===== config.mk =====
export PLATFORM = sky130hd
export DESIGN_NAME = rtp_reload_timer_pwm
export DESIGN_NICKNAME = d
export VERILOG_FILES = /design/src/verilog/rtp_reload_timer_pwm.v
export VERILOG_INCLUDE_DIRS = /design/src /design/src/verilog
export SDC_FILE = /design/constraint.sdc
export NUM_CORES = 1
export LEC_CHECK = 0
export BUFFER_PORTS_ARGS = -buffer_cell sky130_fd_sc_hd__buf_2
export CELL_PAD_IN_SITES_DETAIL_PLACEMENT = 1
export CELL_PAD_IN_SITES_GLOBAL_PLACEMENT = 2
export CORE_MARGIN = 2
export CORE_UTILIZATION = 31
export DETAILED_ROUTE_END_ITERATION = 8
export PLACE_DENSITY_LB_ADDON = 0.1
export REMOVE_ABC_BUFFERS = 1
export SLEW_MARGIN = 20
export SYNTH_ARGS = -nofsm -noshare
export SYNTH_HDL_FRONTEND = slang
export SYNTH_SLANG_ARGS = --single-unit

===== constraint.sdc =====
create_clock -name clock -period 3.6 [get_ports clock]
set_input_delay 0.54 -clock clock [delete_from_list [all_inputs] [get_ports clock]]
set_output_delay 0.54 -clock clock [all_outputs]
set_load 0.005 [all_outputs]

===== src/verilog/rtp_map.vh =====
`ifndef RTP_MAP_VH
`define RTP_MAP_VH
`define RTP_CNT_W        8
`define RTP_CHANNELS     4
`define RTP_PS_W         3
`define RTP_PS_CNT_W     7
`define RTP_CNT_RESET    8'h00
`define RTP_ARR_RESET    8'h00
`define RTP_PS_RESET     7'h00
`define RTP_CNT_MAX      8'hff
`define RTP_PS_LIM_1     7'h00
`define RTP_PS_LIM_2     7'h01
`define RTP_PS_LIM_4     7'h03
`define RTP_PS_LIM_8     7'h07
`define RTP_PS_LIM_16    7'h0f
`define RTP_PS_LIM_32    7'h1f
`define RTP_PS_LIM_64    7'h3f
`define RTP_PS_LIM_128   7'h7f
`endif


===== src/verilog/rtp_reload_timer_pwm.v =====
// Contract
// - on overflow reload counter from auto-reload value and clear prescaler count.
// - counter access write loads counter immediately, also clears prescaler count.
// - auto-reload and counter access values are 8 bits, full range.
// - counter clock is input clock divided by 1,2,4,...,128.
// - input clock is cpu clock unless external clock selected.
// - four compare channels, each compares its value against the counter.
// - polarity 0: low when counter above compare, else high.
// - polarity 1: high when counter above compare, else low.
// - each channel holds an 8-bit full-range duty compare value.
// - each enabled channel drives its own pwm output pin.
// - after reset cpu clock, counter stopped, interrupt disabled, control zero.
// - a control bit enables the overflow interrupt request.
`timescale 1ns/1ps
`include "rtp_map.vh"
module rtp_reload_timer_pwm #(
  parameter CNT_W = `RTP_CNT_W,
  parameter NCH   = `RTP_CHANNELS
) (
  input  wire               clock,                 // 40 mhz cpu clock
  input  wire               reset,                 // async, active high
  input  wire               counter_enable,        // counter runs while high
  input  wire               external_clock_select, // 1: count external clock rising edges
  input  wire               ext_clock_pin,         // external clock input pin
  input  wire [2:0]         prescale_ratio,        // divide by 2**ratio
  input  wire               overflow_irq_enable,   // overflow interrupt enable
  input  wire [CNT_W-1:0]   auto_reload_value,     // reload value on overflow
  input  wire [CNT_W-1:0]   counter_access_value,  // value for direct load
  input  wire               counter_access_write,  // one-cycle load strobe
  input  wire [NCH*CNT_W-1:0] duty_compare_value,  // per-channel compare values
  input  wire [NCH-1:0]     polarity,              // per-channel polarity
  input  wire [NCH-1:0]     channel_enable,        // per-channel output enable
  input  wire               overflow_flag_clear,   // one-cycle clear of flag
  output reg  [CNT_W-1:0]   counter,               // running counter value
  output reg                overflow_flag,         // sticky overflow flag
  output reg                overflow_irq,          // interrupt request level
  output reg                pwm_out_0,             // channel 0 pin
  output reg                pwm_out_1,             // channel 1 pin
  output reg                pwm_out_2,             // channel 2 pin
  output reg                pwm_out_3              // channel 3 pin
);

  localparam PS_W = `RTP_PS_CNT_W;

  // external clock synchroniser
  reg                       ext_stage_1;
  reg                       ext_stage_2;
  reg                       ext_stage_3;
  reg                       ext_level;
  wire                      ext_agree;
  wire                      ext_rise;

  // prescaler
  reg  [PS_W-1:0]           ps_count;
  reg  [PS_W-1:0]           next_ps_count;
  reg  [PS_W-1:0]           ps_limit;
  wire                      in_tick;
  wire                      ps_wrap;

  // counter
  reg  [CNT_W-1:0]          next_counter;
  wire                      cnt_tick;
  wire                      at_max;
  wire                      overflow_evt;

  // overflow flag and interrupt
  reg                       next_overflow_flag;
  reg                       next_overflow_irq;

  // compare channels
  wire [NCH-1:0]            above;
  wire [NCH-1:0]            next_pwm;

  // three stages on the asynchronous pin
  always @(posedge clock or posedge reset) begin
    if (reset) begin
      ext_stage_1 <= 1'b0;
      ext_stage_2 <= 1'b0;
      ext_stage_3 <= 1'b0;
    end else begin
      ext_stage_1 <= ext_clock_pin;
      ext_stage_2 <= ext_stage_1;
      ext_stage_3 <= ext_stage_2;
    end
  end

  // a level counts only once stages 2 and 3 agree
  assign ext_agree = (ext_stage_2 == ext_stage_3);

  always @(posedge clock or posedge reset) begin
    if (reset) begin
      ext_level <= 1'b0;
    end else if (ext_agree) begin
      ext_level <= ext_stage_3;
    end
  end

  assign ext_rise = ext_agree && ext_stage_3 && !ext_level;

  // last prescaler count before a counter tick
  always @* begin
    case (prescale_ratio)
      3'h0: begin
        ps_limit = `RTP_PS_LIM_1;
      end
      3'h1: begin
        ps_limit = `RTP_PS_LIM_2;
      end
      3'h2: begin
        ps_limit = `RTP_PS_LIM_4;
      end
      3'h3: begin
        ps_limit = `RTP_PS_LIM_8;
      end
      3'h4: begin
        ps_limit = `RTP_PS_LIM_16;
      end
      3'h5: begin
        ps_limit = `RTP_PS_LIM_32;
      end
      3'h6: begin
        ps_limit = `RTP_PS_LIM_64;
      end
      3'h7: begin
        ps_limit = `RTP_PS_LIM_128;
      end
      default: begin
        ps_limit = `RTP_PS_LIM_1;
      end
    endcase
  end

  assign in_tick      = external_clock_select ? ext_rise : 1'b1;
  assign ps_wrap      = (ps_count == ps_limit);
  assign cnt_tick     = counter_enable && in_tick && ps_wrap;
  assign at_max       = (counter == `RTP_CNT_MAX);
  // a direct load takes priority, so no overflow is reported with it
  assign overflow_evt = cnt_tick && at_max && !counter_access_write;

  always @* begin
    next_counter  = counter;
    next_ps_count = ps_count;
    if (counter_access_write) begin
      next_counter  = counter_access_value;
      next_ps_count = `RTP_PS_RESET;
    end else if (cnt_tick) begin
      next_ps_count = `RTP_PS_RESET;
      if (at_max) begin
        next_counter = auto_reload_value;
      end else begin
        next_counter = counter + {{(CNT_W-1){1'b0}}, 1'b1};
      end
    end else if (counter_enable && in_tick) begin
      next_ps_count = ps_count + {{(PS_W-1){1'b0}}, 1'b1};
    end
  end

  always @(posedge clock or posedge reset) begin
    if (reset) begin
      counter  <= `RTP_CNT_RESET;
      ps_count <= `RTP_PS_RESET;
    end else begin
      counter  <= next_counter;
      ps_count <= next_ps_count;
    end
  end

  // set wins over clear
  always @* begin
    next_overflow_flag = overflow_flag;
    if (overflow_evt) begin
      next_overflow_flag = 1'b1;
    end else if (overflow_flag_clear) begin
      next_overflow_flag = 1'b0;
    end
    next_overflow_irq = overflow_irq_enable && next_overflow_flag;
  end

  always @(posedge clock or posedge reset) begin
    if (reset) begin
      overflow_flag <= 1'b0;
      overflow_irq  <= 1'b0;
    end else begin
      overflow_flag <= next_overflow_flag;
      overflow_irq  <= next_overflow_irq;
    end
  end

  genvar ch;
  generate
    for (ch = 0; ch < NCH; ch = ch + 1) begin : g_ch
      assign above[ch]    = counter > duty_compare_value[ch*CNT_W +: CNT_W];
      assign next_pwm[ch] = channel_enable[ch] ? (polarity[ch] ? above[ch] : !above[ch]) : 1'b0;
    end
  endgenerate

  // one register per pin
  always @(posedge clock or posedge reset) begin
    if (reset) begin
      pwm_out_0 <= 1'b0;
    end else begin
      pwm_out_0 <= next_pwm[0];
    end
  end

  always @(posedge clock or posedge reset) begin
    if (reset) begin
      pwm_out_1 <= 1'b0;
    end else begin
      pwm_out_1 <= next_pwm[1];
    end
  end

  always @(posedge clock or posedge reset) begin
    if (reset) begin
      pwm_out_2 <= 1'b0;
    end else begin
      pwm_out_2 <= next_pwm[2];
    end
  end

  always @(posedge clock or posedge reset) begin
    if (reset) begin
      pwm_out_3 <= 1'b0;
    end else begin
      pwm_out_3 <= next_pwm[3];
    end
  end

endmodule

# Word-level counts from Yosys, hierarchy flattened
# Memory sizes are Yosys's and may differ from the RTL's.
# Index checks and enable logic that the tools add are counted.
[totals]
reg_bits = 25
mem_bits_ro = 56
input_bits = 67
out_inout_bits = 14
mem_count = 1
[mem_list]
columns = ["memory", "depth", "word_bits", "rd", "rd_clocked_by_memory_dff", "wr", "line", "rtl"]
rows = [
  ["(no name shown)", 8, 7, 1, 0, 0, "rtp_reload_timer_pwm.v:102", "case (prescale_ratio)"],
]
[op_classes]
add_sub_neg = 2
order_cmp = 4
eq_ne = 3
mux = 17
reduce_logical = 15
[ops]
columns = ["cell", "n"]
rows = [
  ["8-bit > comparator", 4],
  ["8-bit two-way mux", 3],
  ["7-bit two-way mux", 3],
  ["1-bit two-way mux", 11],
  ["8-bit by 1-bit adder with 8-bit output (second input constant)", 1],
  ["8-bit equality test (second input constant)", 1],
  ["7-bit by 1-bit adder with 7-bit output (second input constant)", 1],
  ["7-bit equality test", 1],
  ["1-bit logical AND", 7],
  ["1-bit zero test", 6],
  ["3-bit nonzero test", 1],
  ["2-bit nonzero test", 1],
  ["1-bit equality test", 1],
]

# Depth between registers and ports, before layout
# Gate-level depths: netlist of run 1.
[logic_depth]
depth_word = 10
ltp_mapped = 8
depth_no_buf = 8

# Worst setup path after synthesis of run 1
# OpenSTA, ideal clock, no wires.
[synth_path]
kind = "input -> register"
start = "input port prescale_ratio[1]"
end = "register counter[6]"
arrival_time_ns = 1.783
setup_slack_ns = 1.726
path_stages = 6
cell_sequence = "or2_1 > nor3_1 > o311a_2 > nand2_2 > o41a_1 > o31ai_2"
[synth_via]
elab_chain_cells = 4
[synth_lines]
columns = ["element", "line", "rtl"]
rows = [
  ["start, declared", "rtp_reload_timer_pwm.v:25", "input wire [2:0] prescale_ratio,"],
  ["memory 8 x 7 bit", "n/a", ""],
  ["7-bit equality test", "rtp_reload_timer_pwm.v:134", "assign ps_wrap = (ps_count == ps_limit);"],
  ["1-bit logical AND", "rtp_reload_timer_pwm.v:135", "assign cnt_tick = counter_enable && in_tick && ps_wrap;"],
  ["2-bit nonzero test (no source line)", "n/a", ""],
  ["end signal, assigned", "rtp_reload_timer_pwm.v:160", "counter <= `RTP_CNT_RESET;"],
  ["end signal, assigned", "rtp_reload_timer_pwm.v:163", "counter <= next_counter;"],
  ["end, declared", "rtp_reload_timer_pwm.v:34", "output reg [CNT_W-1:0] counter,"],
]
# No other way between the ends.
# A chain may end at the register's enable or synchronous reset.

# Worst setup path in the final report of run 1
[layout_path]
start = "register ext_stage_2"
end = "register counter[3]"
[layout_via]
elab_chain_cells = 7
[layout_lines]
columns = ["element", "line", "rtl"]
rows = [
  ["start, declared", "rtp_reload_timer_pwm.v:47", "reg ext_stage_2;"],
  ["start signal, assigned", "rtp_reload_timer_pwm.v:82", "ext_stage_2 <= ext_stage_1;"],
  ["1-bit equality test", "rtp_reload_timer_pwm.v:88", "assign ext_agree = (ext_stage_2 == ext_stage_3);"],
  ["1-bit logical AND (2 in a row)", "rtp_reload_timer_pwm.v:98", "assign ext_rise = ext_agree && ext_stage_3 && !ext_level;"],
  ["1-bit two-way mux", "rtp_reload_timer_pwm.v:133", "assign in_tick = external_clock_select ? ext_rise : 1'b1;"],
  ["1-bit logical AND (2 in a row)", "rtp_reload_timer_pwm.v:135", ""],
  ["2-bit nonzero test (no source line)", "n/a", ""],
]
# No other way between the ends.

==> results.sh, run 1 <==
export IMPL_synth_area_per_cell_um2=8.56
export IMPL_place_inst=437
export IMPL_first_iter_violations=91
export IMPL_synthCells=262
export IMPL_cts_tree="built"
export IMPL_cp_num_buf_inv=0
export IMPL_required_ns=3.76
export IMPL_cp_slowest_cell="o21ai_2"
export IMPL_drv_cap=0
export IMPL_postCtsHoldBufs=0
export IMPL_largest_register_ffs=8
export IMPL_num_fill_cells=931
export IMPL_worst_pin_slew_ns=0.927
export IMPL_ir_drop_mv=0.184
export IMPL_routedWlPerCell_um=13.6
export IMPL_fmaxAchievable_mhz=441
export IMPL_htree_num_levels=1
export IMPL_slew_violations=0
export IMPL_grt_first_pass_wirelength_mm=9.72
export IMPL_clockRootBuffer="clkbuf_8"
export IMPL_grt_start_max_net_pins=26
export IMPL_skew_ns=0.00384
export IMPL_die_width_um=89.0
export IMPL_crit_path_max_fanout=12
export IMPL_fin_nets=445
export IMPL_num_rows=31
export IMPL_track_usage=0.156
export IMPL_antenna_left=0
export IMPL_die_y_um=89.0
export IMPL_outcome="finished, final reports clean"
export IMPL_yosysWarnings=0
export IMPL_drc=0
export IMPL_worstSetupEndpointType="flop"
export IMPL_cts_setup_buffers=0
export IMPL_grt_antenna_before_repair=0
export IMPL_core_mm2=0.00714
export IMPL_cpPeakStageDelay_ns=0.48
export IMPL_routed_wl_mm=6.01
export IMPL_drive_gt1_frac=0.281
export IMPL_path_delay_family="compound AO/OA/AOI/OAI gates"
export IMPL_synthArstFlopShare=1.00
export IMPL_setup_worst_path_class="flop to flop"
export IMPL_area_growth_synth_to_final_pct=24.4
export IMPL_min_period_ns=2.27
export IMPL_ctsResizeCount=0
export IMPL_dieArea_mm2=0.00793
export IMPL_ys_types=47
export IMPL_start_util=0.314
export IMPL_finalSetupViolCount=0
export IMPL_maxSlewHeadroom=0.378
export IMPL_clock_sinks=25
export IMPL_seq_area_frac_synth=0.279
export IMPL_num_antenna_cells=0
export IMPL_crit_arrival_ns=2.42
export IMPL_p_per_area_mw_per_mm2=290
export IMPL_clock_latency_ns=0.27
export IMPL_first_global_vias=2000
export IMPL_grt_overflow_total=0
export IMPL_portBuffers=80
export IMPL_final_cells=441
export IMPL_routed_via_count=2100
export IMPL_finalHoldViolCount=0
export IMPL_fin_crit_sh=0.630
export IMPL_utilization=0.391
export IMPL_syn_cell_area_mm2=0.00224
export IMPL_drt_first_pass_iters=4
export IMPL_gp_congestion=0.743
export IMPL_ys_ff_latch=25
export IMPL_via_per_inst=4.76
export IMPL_ys_flop_type="dfrtp_1"
export IMPL_hpwl_mm=4.88
export IMPL_synth_edf_count=0
export IMPL_clk_pin_slew_ns=0.09
export IMPL_p_leak_nw=1.48
export IMPL_cts_buffer_depth=2
export IMPL_rsz0062_at_grt="false"
export IMPL_cp_start_kind="flop"
export IMPL_min_path_type="input port to asynchronous set/reset pin"
export IMPL_crit_chain="ha_1 > nand2b_1 > a21boi_2 > o311a_2 > nand2_2 > o21ai_2 > mux2_2"
export IMPL_largest_register="counter"
export IMPL_largestRegisters="counter (8), ps_count (7)"
export IMPL_numCtsBuffers=3
export IMPL_setup_tns_ns=0
export IMPL_io_pins=81
## path summary, 6_finish.rpt
kind | slack (ns) | to | cells past startpoint | from
max reg2reg | 1.33 | counter[3]$_DFFE_PP0P_ | 7 | ext_stage_2$_DFF_PP0_
min reg2reg | 0.36 | ext_stage_2$_DFF_PP0_ | 0 | ext_stage_1$_DFF_PP0_
min in group clock | 0.36 | ext_stage_2$_DFF_PP0_ | 0 | ext_stage_1$_DFF_PP0_
min | 0.35 | pwm_out_1$_DFF_PP0_ | 2 | reset
max | 1.33 | counter[3]$_DFFE_PP0P_ | 7 | ext_stage_2$_DFF_PP0_
max in group asynchronous | 2.82 | pwm_out_0$_DFF_PP0_ | 2 | reset
## area by class of cell
class	instances	area [µm²]	share of cell area
inverters	38	143	0.0511
multi-input cells	195	1450	0.520
flip-flops and latches	25	626	0.224
well taps	99	124	0.0444
repair buffers	80	400	0.144
clock inverters	1	5.00	0.00179
clock buffers	3	41.3	0.0148
## placed cells by master (no fill, tap or decap), types with 5 or more instances in the layout
cell type,instances
o21ai_0,12
nand4_1,11
xor2_1,5
o22ai_1,5
nor2b_1,11
inv_1,37
dfrtp_1,25
nand2b_1,9
a21oi_1,12
buf_2,80
mux2i_1,8
ha_1,35
nor2_1,16
nand2_1,20
nand3_1,6
## cell usage after synthesis, types with 2 or more instances
cell type  number  area [µm²]
nor2b_1        11        68.8
inv_1          38         143
mux2i_1         8        80.1
nor2_1         16        60.1
o311ai_0        2        17.5
ha_1           35         438
a21oi_1        12        60.1
xor2_1          5        43.8
o31ai_1         4        30.0
o21ai_0        12        60.1
nand2b_1        9        56.3
and4_1          2        17.5
dfrtp_1        25         626
a21o_1          4        30.0
o22ai_1         5        31.3
nand4_1        11        68.8
mux2_2          3        33.8
nor3_1          3        15.0
o211ai_1        3        22.5
xnor2_1         3        26.3
nand2_1        20        75.1
nand3_1         6        30.0
## cells by family (layout without fill, tap and decap cells)
kind of cell,count (synthesis),in the layout,share of synthesized area
simple gates,87,87,0.205
compound gates,54,54,0.164
buf+inv,42,122,0.0742
fa+ha+maj,35,35,0.195
flops,25,25,0.279
mux,11,11,0.0508
xor+xnor,8,8,0.0313
## report_power, final
group,switching (W),internal (W),leakage [nW]
Clock,0.0000888,0.0000774,0.0255
Combinational,0.000144,0.000147,1.14
Sequential,0.0000482,0.000303,0.319
## stage by stage
stage / power, W / setup slack [ns] / hold slack (ns) / cell area, µm²
CTS: 0.000825 / 1.29 / 0.363 / 2790
floorplan: 0.000528 / 1.59 / 0.331 / 2220
global route: 0.000888 / 1.13 / 0.354 / 2790
finish: 0.000808 / 1.33 / 0.348 / 2790
detailed placement: 0.000654 / 1.17 / 0.341 / 2740
global placement: 0.000646 / 1.24 / 0.334 / 2740
## metal layers
metal | up-vias | routed length, µm | track usage
li1 | 1091 | - | -
met1 | 959 | 3080 | 0.235
met2 | 48 | 2650 | 0.245
met3 | 2 | 254 | 0.0277
met4 | 0 | 21 | 0.0122
met5 | - | 0 | 0
No activity file was read; power rests on OpenSTA's default activity.
==> run 2, diff against run 1 <==
Settings changed: ABC_AREA set to 1, CORE_UTILIZATION 31 to 24.
Clock period 3.6 ns to 1.83 ns, I/O delays scaled along.
==> results.sh, run 2 <==
export IMPL_min_path_type="input port to asynchronous set/reset pin"
export IMPL_yosys_top_cells_count="nand2_1, inv_1, ha_1, nand3_1, nor2_1"
export IMPL_track_usage=0.142
export IMPL_routedWlPerCell_um=13.0
export IMPL_io_pins=81
export IMPL_reg2reg_to="counter[6]$_DFFE_PP0P_"
export IMPL_routed_wl_mm=7.41
export IMPL_fmaxAchievable_mhz=622
export IMPL_skew_ns=0.0111
export IMPL_dieArea_mm2=0.0108
export IMPL_most_common_layout_cells="nand2_1, buf_2, inv_1, ha_1, nand3_1"
export IMPL_synth_area_per_cell_um2=6.88
export IMPL_portBuffers=80
export IMPL_clock_sinks=25
export IMPL_maxSlewHeadroom=0.702
export IMPL_gp_congestion=0.765
export IMPL_seq_area_frac_synth=0.261
export IMPL_final_cells=571
export IMPL_required_ns=2.02
export IMPL_drive_gt1_frac=0.247
export IMPL_core_mm2=0.00973
export IMPL_synth_top_area_frac=0.261
export IMPL_p_per_area_mw_per_mm2=557
export IMPL_die_y_um=104
export IMPL_ys_ff_latch=25
export IMPL_largest_register_ffs=8
export IMPL_netlist_top_cell_by_area="dfrtp_1"
export IMPL_hpwl_mm=6.07
export IMPL_numCtsBuffers=3
export IMPL_rsz0062_at_grt="false"
export IMPL_design_area_mm2=0.00305
export IMPL_finalHoldViolCount=0
export IMPL_ys_types=27
export IMPL_dpl_cell_area_mm2=0.00300
export IMPL_num_rows=36
export IMPL_htree_num_levels=1
export IMPL_cts_buffer_depth=2
export IMPL_setup_tns_ns=0
export IMPL_cts_tree="built"
export IMPL_drc=0
export IMPL_cts_setup_buffers=0
export IMPL_reg2reg_depth=7
export IMPL_die_width_um=104
export IMPL_grt_first_pass_wirelength_mm=12.4
export IMPL_crit_path_max_fanout=10
export IMPL_cp_start_kind="flop"
export IMPL_syn_cell_area_mm2=0.00239
export IMPL_synthCells=348
export IMPL_drt_first_pass_iters=4
export IMPL_setup_worst_path_class="flop to flop"
export IMPL_synthArstFlopShare=1.00
export IMPL_via_per_inst=4.39
export IMPL_grt_antenna_before_repair=0
export IMPL_r2r_slack_ns=0.22
export IMPL_worstSetupEndpointType="flop"
export IMPL_antenna_left=0
export IMPL_largest_register="counter"
export IMPL_finalSetupViolCount=0
export IMPL_ys_flop_type="dfrtp_1"
export IMPL_final_common_cell="nand2_1"
export IMPL_worst_pin_slew_ns=0.447
export IMPL_outcome="finished, final reports clean"
export IMPL_yosysWarnings=0
export IMPL_p_leak_nw=1.75
export IMPL_place_inst=567
export IMPL_area_growth_synth_to_final_pct=27.3
export IMPL_pre_cts_ws_ns=0.176
export IMPL_synth_edf_count=0
export IMPL_r2r_start="counter[2]$_DFFE_PP0P_"
export IMPL_first_iter_violations=85
export IMPL_start_util=0.246
export IMPL_routed_via_count=2509
export IMPL_drv_cap=0
export IMPL_clock_latency_ns=0.28
export IMPL_setup_slack_ns=0.221
export IMPL_largestRegisters="counter (8), ps_count (7)"
export IMPL_clk_pin_slew_ns=0.11
export IMPL_num_antenna_cells=0
export IMPL_grt_start_max_net_pins=26
export IMPL_ir_drop_mv=0.281
export IMPL_synth_area_leaders="dfrtp_1, ha_1, nand2_1"
export IMPL_yosysMostFrequentCell="nand2_1"
export IMPL_fin_nets=541
export IMPL_first_global_vias=2543
export IMPL_grt_overflow_total=0
export IMPL_slew_violations=0
export IMPL_crit_arrival_ns=1.80
export IMPL_fin_crit_sh=0.879
export IMPL_min_period_ns=1.61
export IMPL_clockRootBuffer="clkbuf_8"
run 2: cell types whose count changed in the layout (fill, tap and decap cells not counted), moves of 5 or more:
cell      delta
a21oi_1     +12
nor2_1      +14
inv_1       +20
nand2_1     +73
buf_4       +10
nand2b_1     -9
o22ai_1      -5
mux2i_1      -8
nor2b_1     -11
nand3_1     +28
o21ai_0      -5
run 2: per-stage QoR:
step	total power, W	util	hold slack [ns]
after floorplan	0.00106	-	0.302
after global placement	0.00134	0.308	0.333
after detailed placement	0.00135	0.308	0.341
after CTS	0.00174	0.313	0.0538
after global routing	0.00187	0.313	0.0894
final	0.00170	0.313	0.0461
run 2: repair_timing:
action | in CTS | in global routing
setup endpoints to repair | 0 | 1
hold buffers | 0 | 0
gates resized for setup | 0 | 1
run 2: kinds of logic after synthesis:
group	after synthesis	synth area share
simple gates	177	0.324
buf+inv	63	0.109
flops	25	0.261
fa+ha+maj	35	0.183
compound gates	43	0.105
xor+xnor	5	0.0183
run 2: where the power goes:
group,leakage [nW],internal [W],switching (W)
logic,1.41,0.000292,0.000353
registers,0.319,0.000597,0.0000847
clock network,0.0217,0.000155,0.000217
run 2: how the worst max path moves through the flow:
stage	startpoint	endpoint	slack, ns
final	counter[2]$_DFFE_PP0P_	counter[6]$_DFFE_PP0P_	0.22
after global routing	counter[5]$_DFFE_PP0P_	counter[5]$_DFFE_PP0P_	0.03
after CTS	counter[3]$_DFFE_PP0P_	pwm_out_0$_DFF_PP0_	0.14
after detailed placement	counter[3]$_DFFE_PP0P_	pwm_out_0$_DFF_PP0_	0.18
after global placement	counter[5]$_DFFE_PP0P_	counter[0]$_DFFE_PP0P_	0.20
after floorplan	counter[1]$_DFFE_PP0P_	counter[5]$_DFFE_PP0P_	0.32
run 2: layout make-up:
class / instances / area, µm²
well taps: 133 / 166
flip-flops and latches: 25 / 627
clock inverters: 1 / 7.51
repair buffers: 90 / 475
multi-input cells: 260 / 1510
clock buffers: 3 / 41.3
inverters: 59 / 221
fillers: 1285 / 6680
run 2: layer usage:
layer | vias to the layer above | wire [µm] | global-route usage
met2 | 47 | 3550 | 0.248
li1 | 1308 | - | -
met4 | 0 | 30 | 0.0203
met1 | 1152 | 3610 | 0.191
met3 | 2 | 215 | 0.0182
met5 | - | 0 | 0
run 2: worst max-delay path, stage by stage (launching register included):
cell	delay (ns)
dfrtp_1	0.62
nand2_1	0.13
nor3_1	0.34
nand3_1	0.12
o211ai_1	0.11
nand2_1	0.08
nand2_2	0.06
nand2_1	0.05
==> run 3, diff against run 2 <==
Settings changed: REMOVE_ABC_BUFFERS 1 to unset.
==> results.sh, run 3 (synthesized netlist as in run 2, its figures left out) <==
export IMPL_met2WireLength_mm=3.52
export IMPL_drt_first_pass_iters=4
export IMPL_slew_violations=0
export IMPL_finalHoldViolCount=0
export IMPL_cts_setup_buffers=0
export IMPL_crit_path_max_fanout=5
export IMPL_grt_first_pass_wirelength_mm=12.7
export IMPL_antenna_left=0
export IMPL_core_mm2=0.00973
export IMPL_cts_buffer_depth=2
export IMPL_wl_met3_um=305
export IMPL_whs_ns=0.0460
export IMPL_num_antenna_cells=0
export IMPL_clk_pin_slew_ns=0.10
export IMPL_path_delay_family="simple AND/OR/NAND/NOR gates"
export IMPL_outcome="finished, final reports clean"
export IMPL_fin_crit_sh=0.891
export IMPL_cts_tree="built"
export IMPL_first_iter_violations=57
export IMPL_numCtsBuffers=3
export IMPL_grt_start_max_net_pins=26
export IMPL_p_per_area_mw_per_mm2=548
export IMPL_clock_sinks=25
export IMPL_drt_met1_wl_mm=3.62
export IMPL_synth_nets=450
export IMPL_worstSetupEndpointType="flop"
export IMPL_rsz0062_at_grt="false"
export IMPL_worst_pin_slew_ns=0.433
export IMPL_io_pins=81
export IMPL_largest_register="counter"
export IMPL_maxSlewHeadroom=0.712
export IMPL_largestRegisters="counter (8), ps_count (7)"
export IMPL_min_period_ns=1.63
export IMPL_fin_nets=540
export IMPL_routed_wl_mm=7.48
export IMPL_drc=0
export IMPL_area_growth_synth_to_final_pct=27.4
export IMPL_gp_congestion=0.745
export IMPL_drive_gt1_frac=0.247
export IMPL_p_leak_nw=1.75
export IMPL_finalSetupViolCount=0
export IMPL_grt_overflow_total=0
export IMPL_die_y_um=104
export IMPL_crit_chain="ha_1 > inv_1 > nor3_1 > nand3_1 > o211ai_1 > nand2_1 > nand2_2 > nand2_1"
export IMPL_required_ns=2.00
export IMPL_routed_via_count=2488
export IMPL_via_per_inst=4.36
export IMPL_drv_cap=0
export IMPL_start_util=0.246
export IMPL_num_fill_cells=1296
export IMPL_routedWlPerCell_um=13.1
export IMPL_hpwl_mm=6.08
export IMPL_skew_ns=0.00632
export IMPL_cp_common_cell="nand2_1"
export IMPL_ir_drop_mv=0.321
export IMPL_clockRootBuffer="clkbuf_8"
export IMPL_cp_start_kind="flop"
export IMPL_num_rows=36
export IMPL_ctsResizeCount=0
export IMPL_min_path_type="input port to asynchronous set/reset pin"
export IMPL_track_usage=0.145
export IMPL_largest_register_ffs=8
export IMPL_final_common_cell="nand2_1"
export IMPL_highest_signal_layer="met4"
export IMPL_dieArea_mm2=0.0108
export IMPL_cp_num_buf_inv=1
export IMPL_htree_num_levels=1
export IMPL_first_global_vias=2594
export IMPL_fmaxAchievable_mhz=614
export IMPL_crit_arrival_ns=1.80
export IMPL_clock_latency_ns=0.27
export IMPL_cp_slowest_cell="dfrtp_1"
export IMPL_setup_worst_path_class="flop to flop"
export IMPL_portBuffers=80
export IMPL_setup_tns_ns=0
export IMPL_postCtsHoldBufs=0
export IMPL_die_width_um=104
export IMPL_grt_antenna_before_repair=0
export IMPL_cpPeakStageDelay_ns=0.44
export IMPL_most_common_layout_cells="nand2_1, buf_2, inv_1, ha_1, nand3_1"
-- run 3: report_power, final --
part	total, W	internal [W]	switching, W
Clock	0.000345	0.000153	0.000192
Sequential	0.000678	0.000597	0.0000809
Combinational	0.000649	0.000293	0.000356
Total	0.00167	0.00104	0.000629
-- run 3: final cells by class --
| type | instances | area (µm²) | share of cell area |
|---|---|---|---|
| multi-input cells | 260 | 1510 | 0.494 |
| well taps | 133 | 166 | 0.0545 |
| clock buffers | 3 | 41.3 | 0.0135 |
| repair buffers | 89 | 480 | 0.157 |
| clock inverters | 1 | 5.00 | 0.00164 |
| inverters | 59 | 221 | 0.0726 |
| flip-flops and latches | 25 | 628 | 0.206 |
-- run 3: metal layers --
layer | up-vias | GRT usage
li1 | 1303 | -
met1 | 1125 | 0.196
met2 | 56 | 0.250
met3 | 4 | 0.0276
met4 | 0 | 0.0145
met5 | - | 0
-- run 3: metrics by stage --
stage / power (W) / util / worst slack (ns) / instances / instance area [µm²]
3_5_place_dp: 0.00135 / 0.309 / 0.149 / 566 / 3000
2_1_floorplan: 0.00107 / - / 0.334 / 348 / 2390
5_1_grt: 0.00186 / 0.314 / 0.0202 / 570 / 3050
4_1_cts: 0.00172 / 0.313 / 0.114 / 570 / 3050
3_3_place_gp: 0.00134 / 0.309 / 0.193 / 566 / 3000
6_report: 0.00167 / 0.314 / 0.200 / 570 / 3050
-- run 3: path summary, 6_finish.rpt --
path | start | end | slack (ns) | cells after the start
worst max-delay path | counter[0]$_DFFE_PP0P_ | counter[6]$_DFFE_PP0P_ | 0.20 | 8
worst min-delay path | reset | ext_stage_1$_DFF_PP0_ | 0.05 | 3
worst max register to register | counter[0]$_DFFE_PP0P_ | counter[6]$_DFFE_PP0P_ | 0.20 | 8
worst min register to register | ext_stage_1$_DFF_PP0_ | ext_stage_2$_DFF_PP0_ | 0.36 | 0
max in group asynchronous | reset | counter[6]$_DFFE_PP0P_ | 1.49 | 3
min in group clock | ext_clock_pin | ext_stage_1$_DFF_PP0_ | 0.10 | 1
-- run 3: tightest hold or removal path, delay by kind of cell --
family                 cells  cell delay [ns]
buffers and inverters      3             0.46
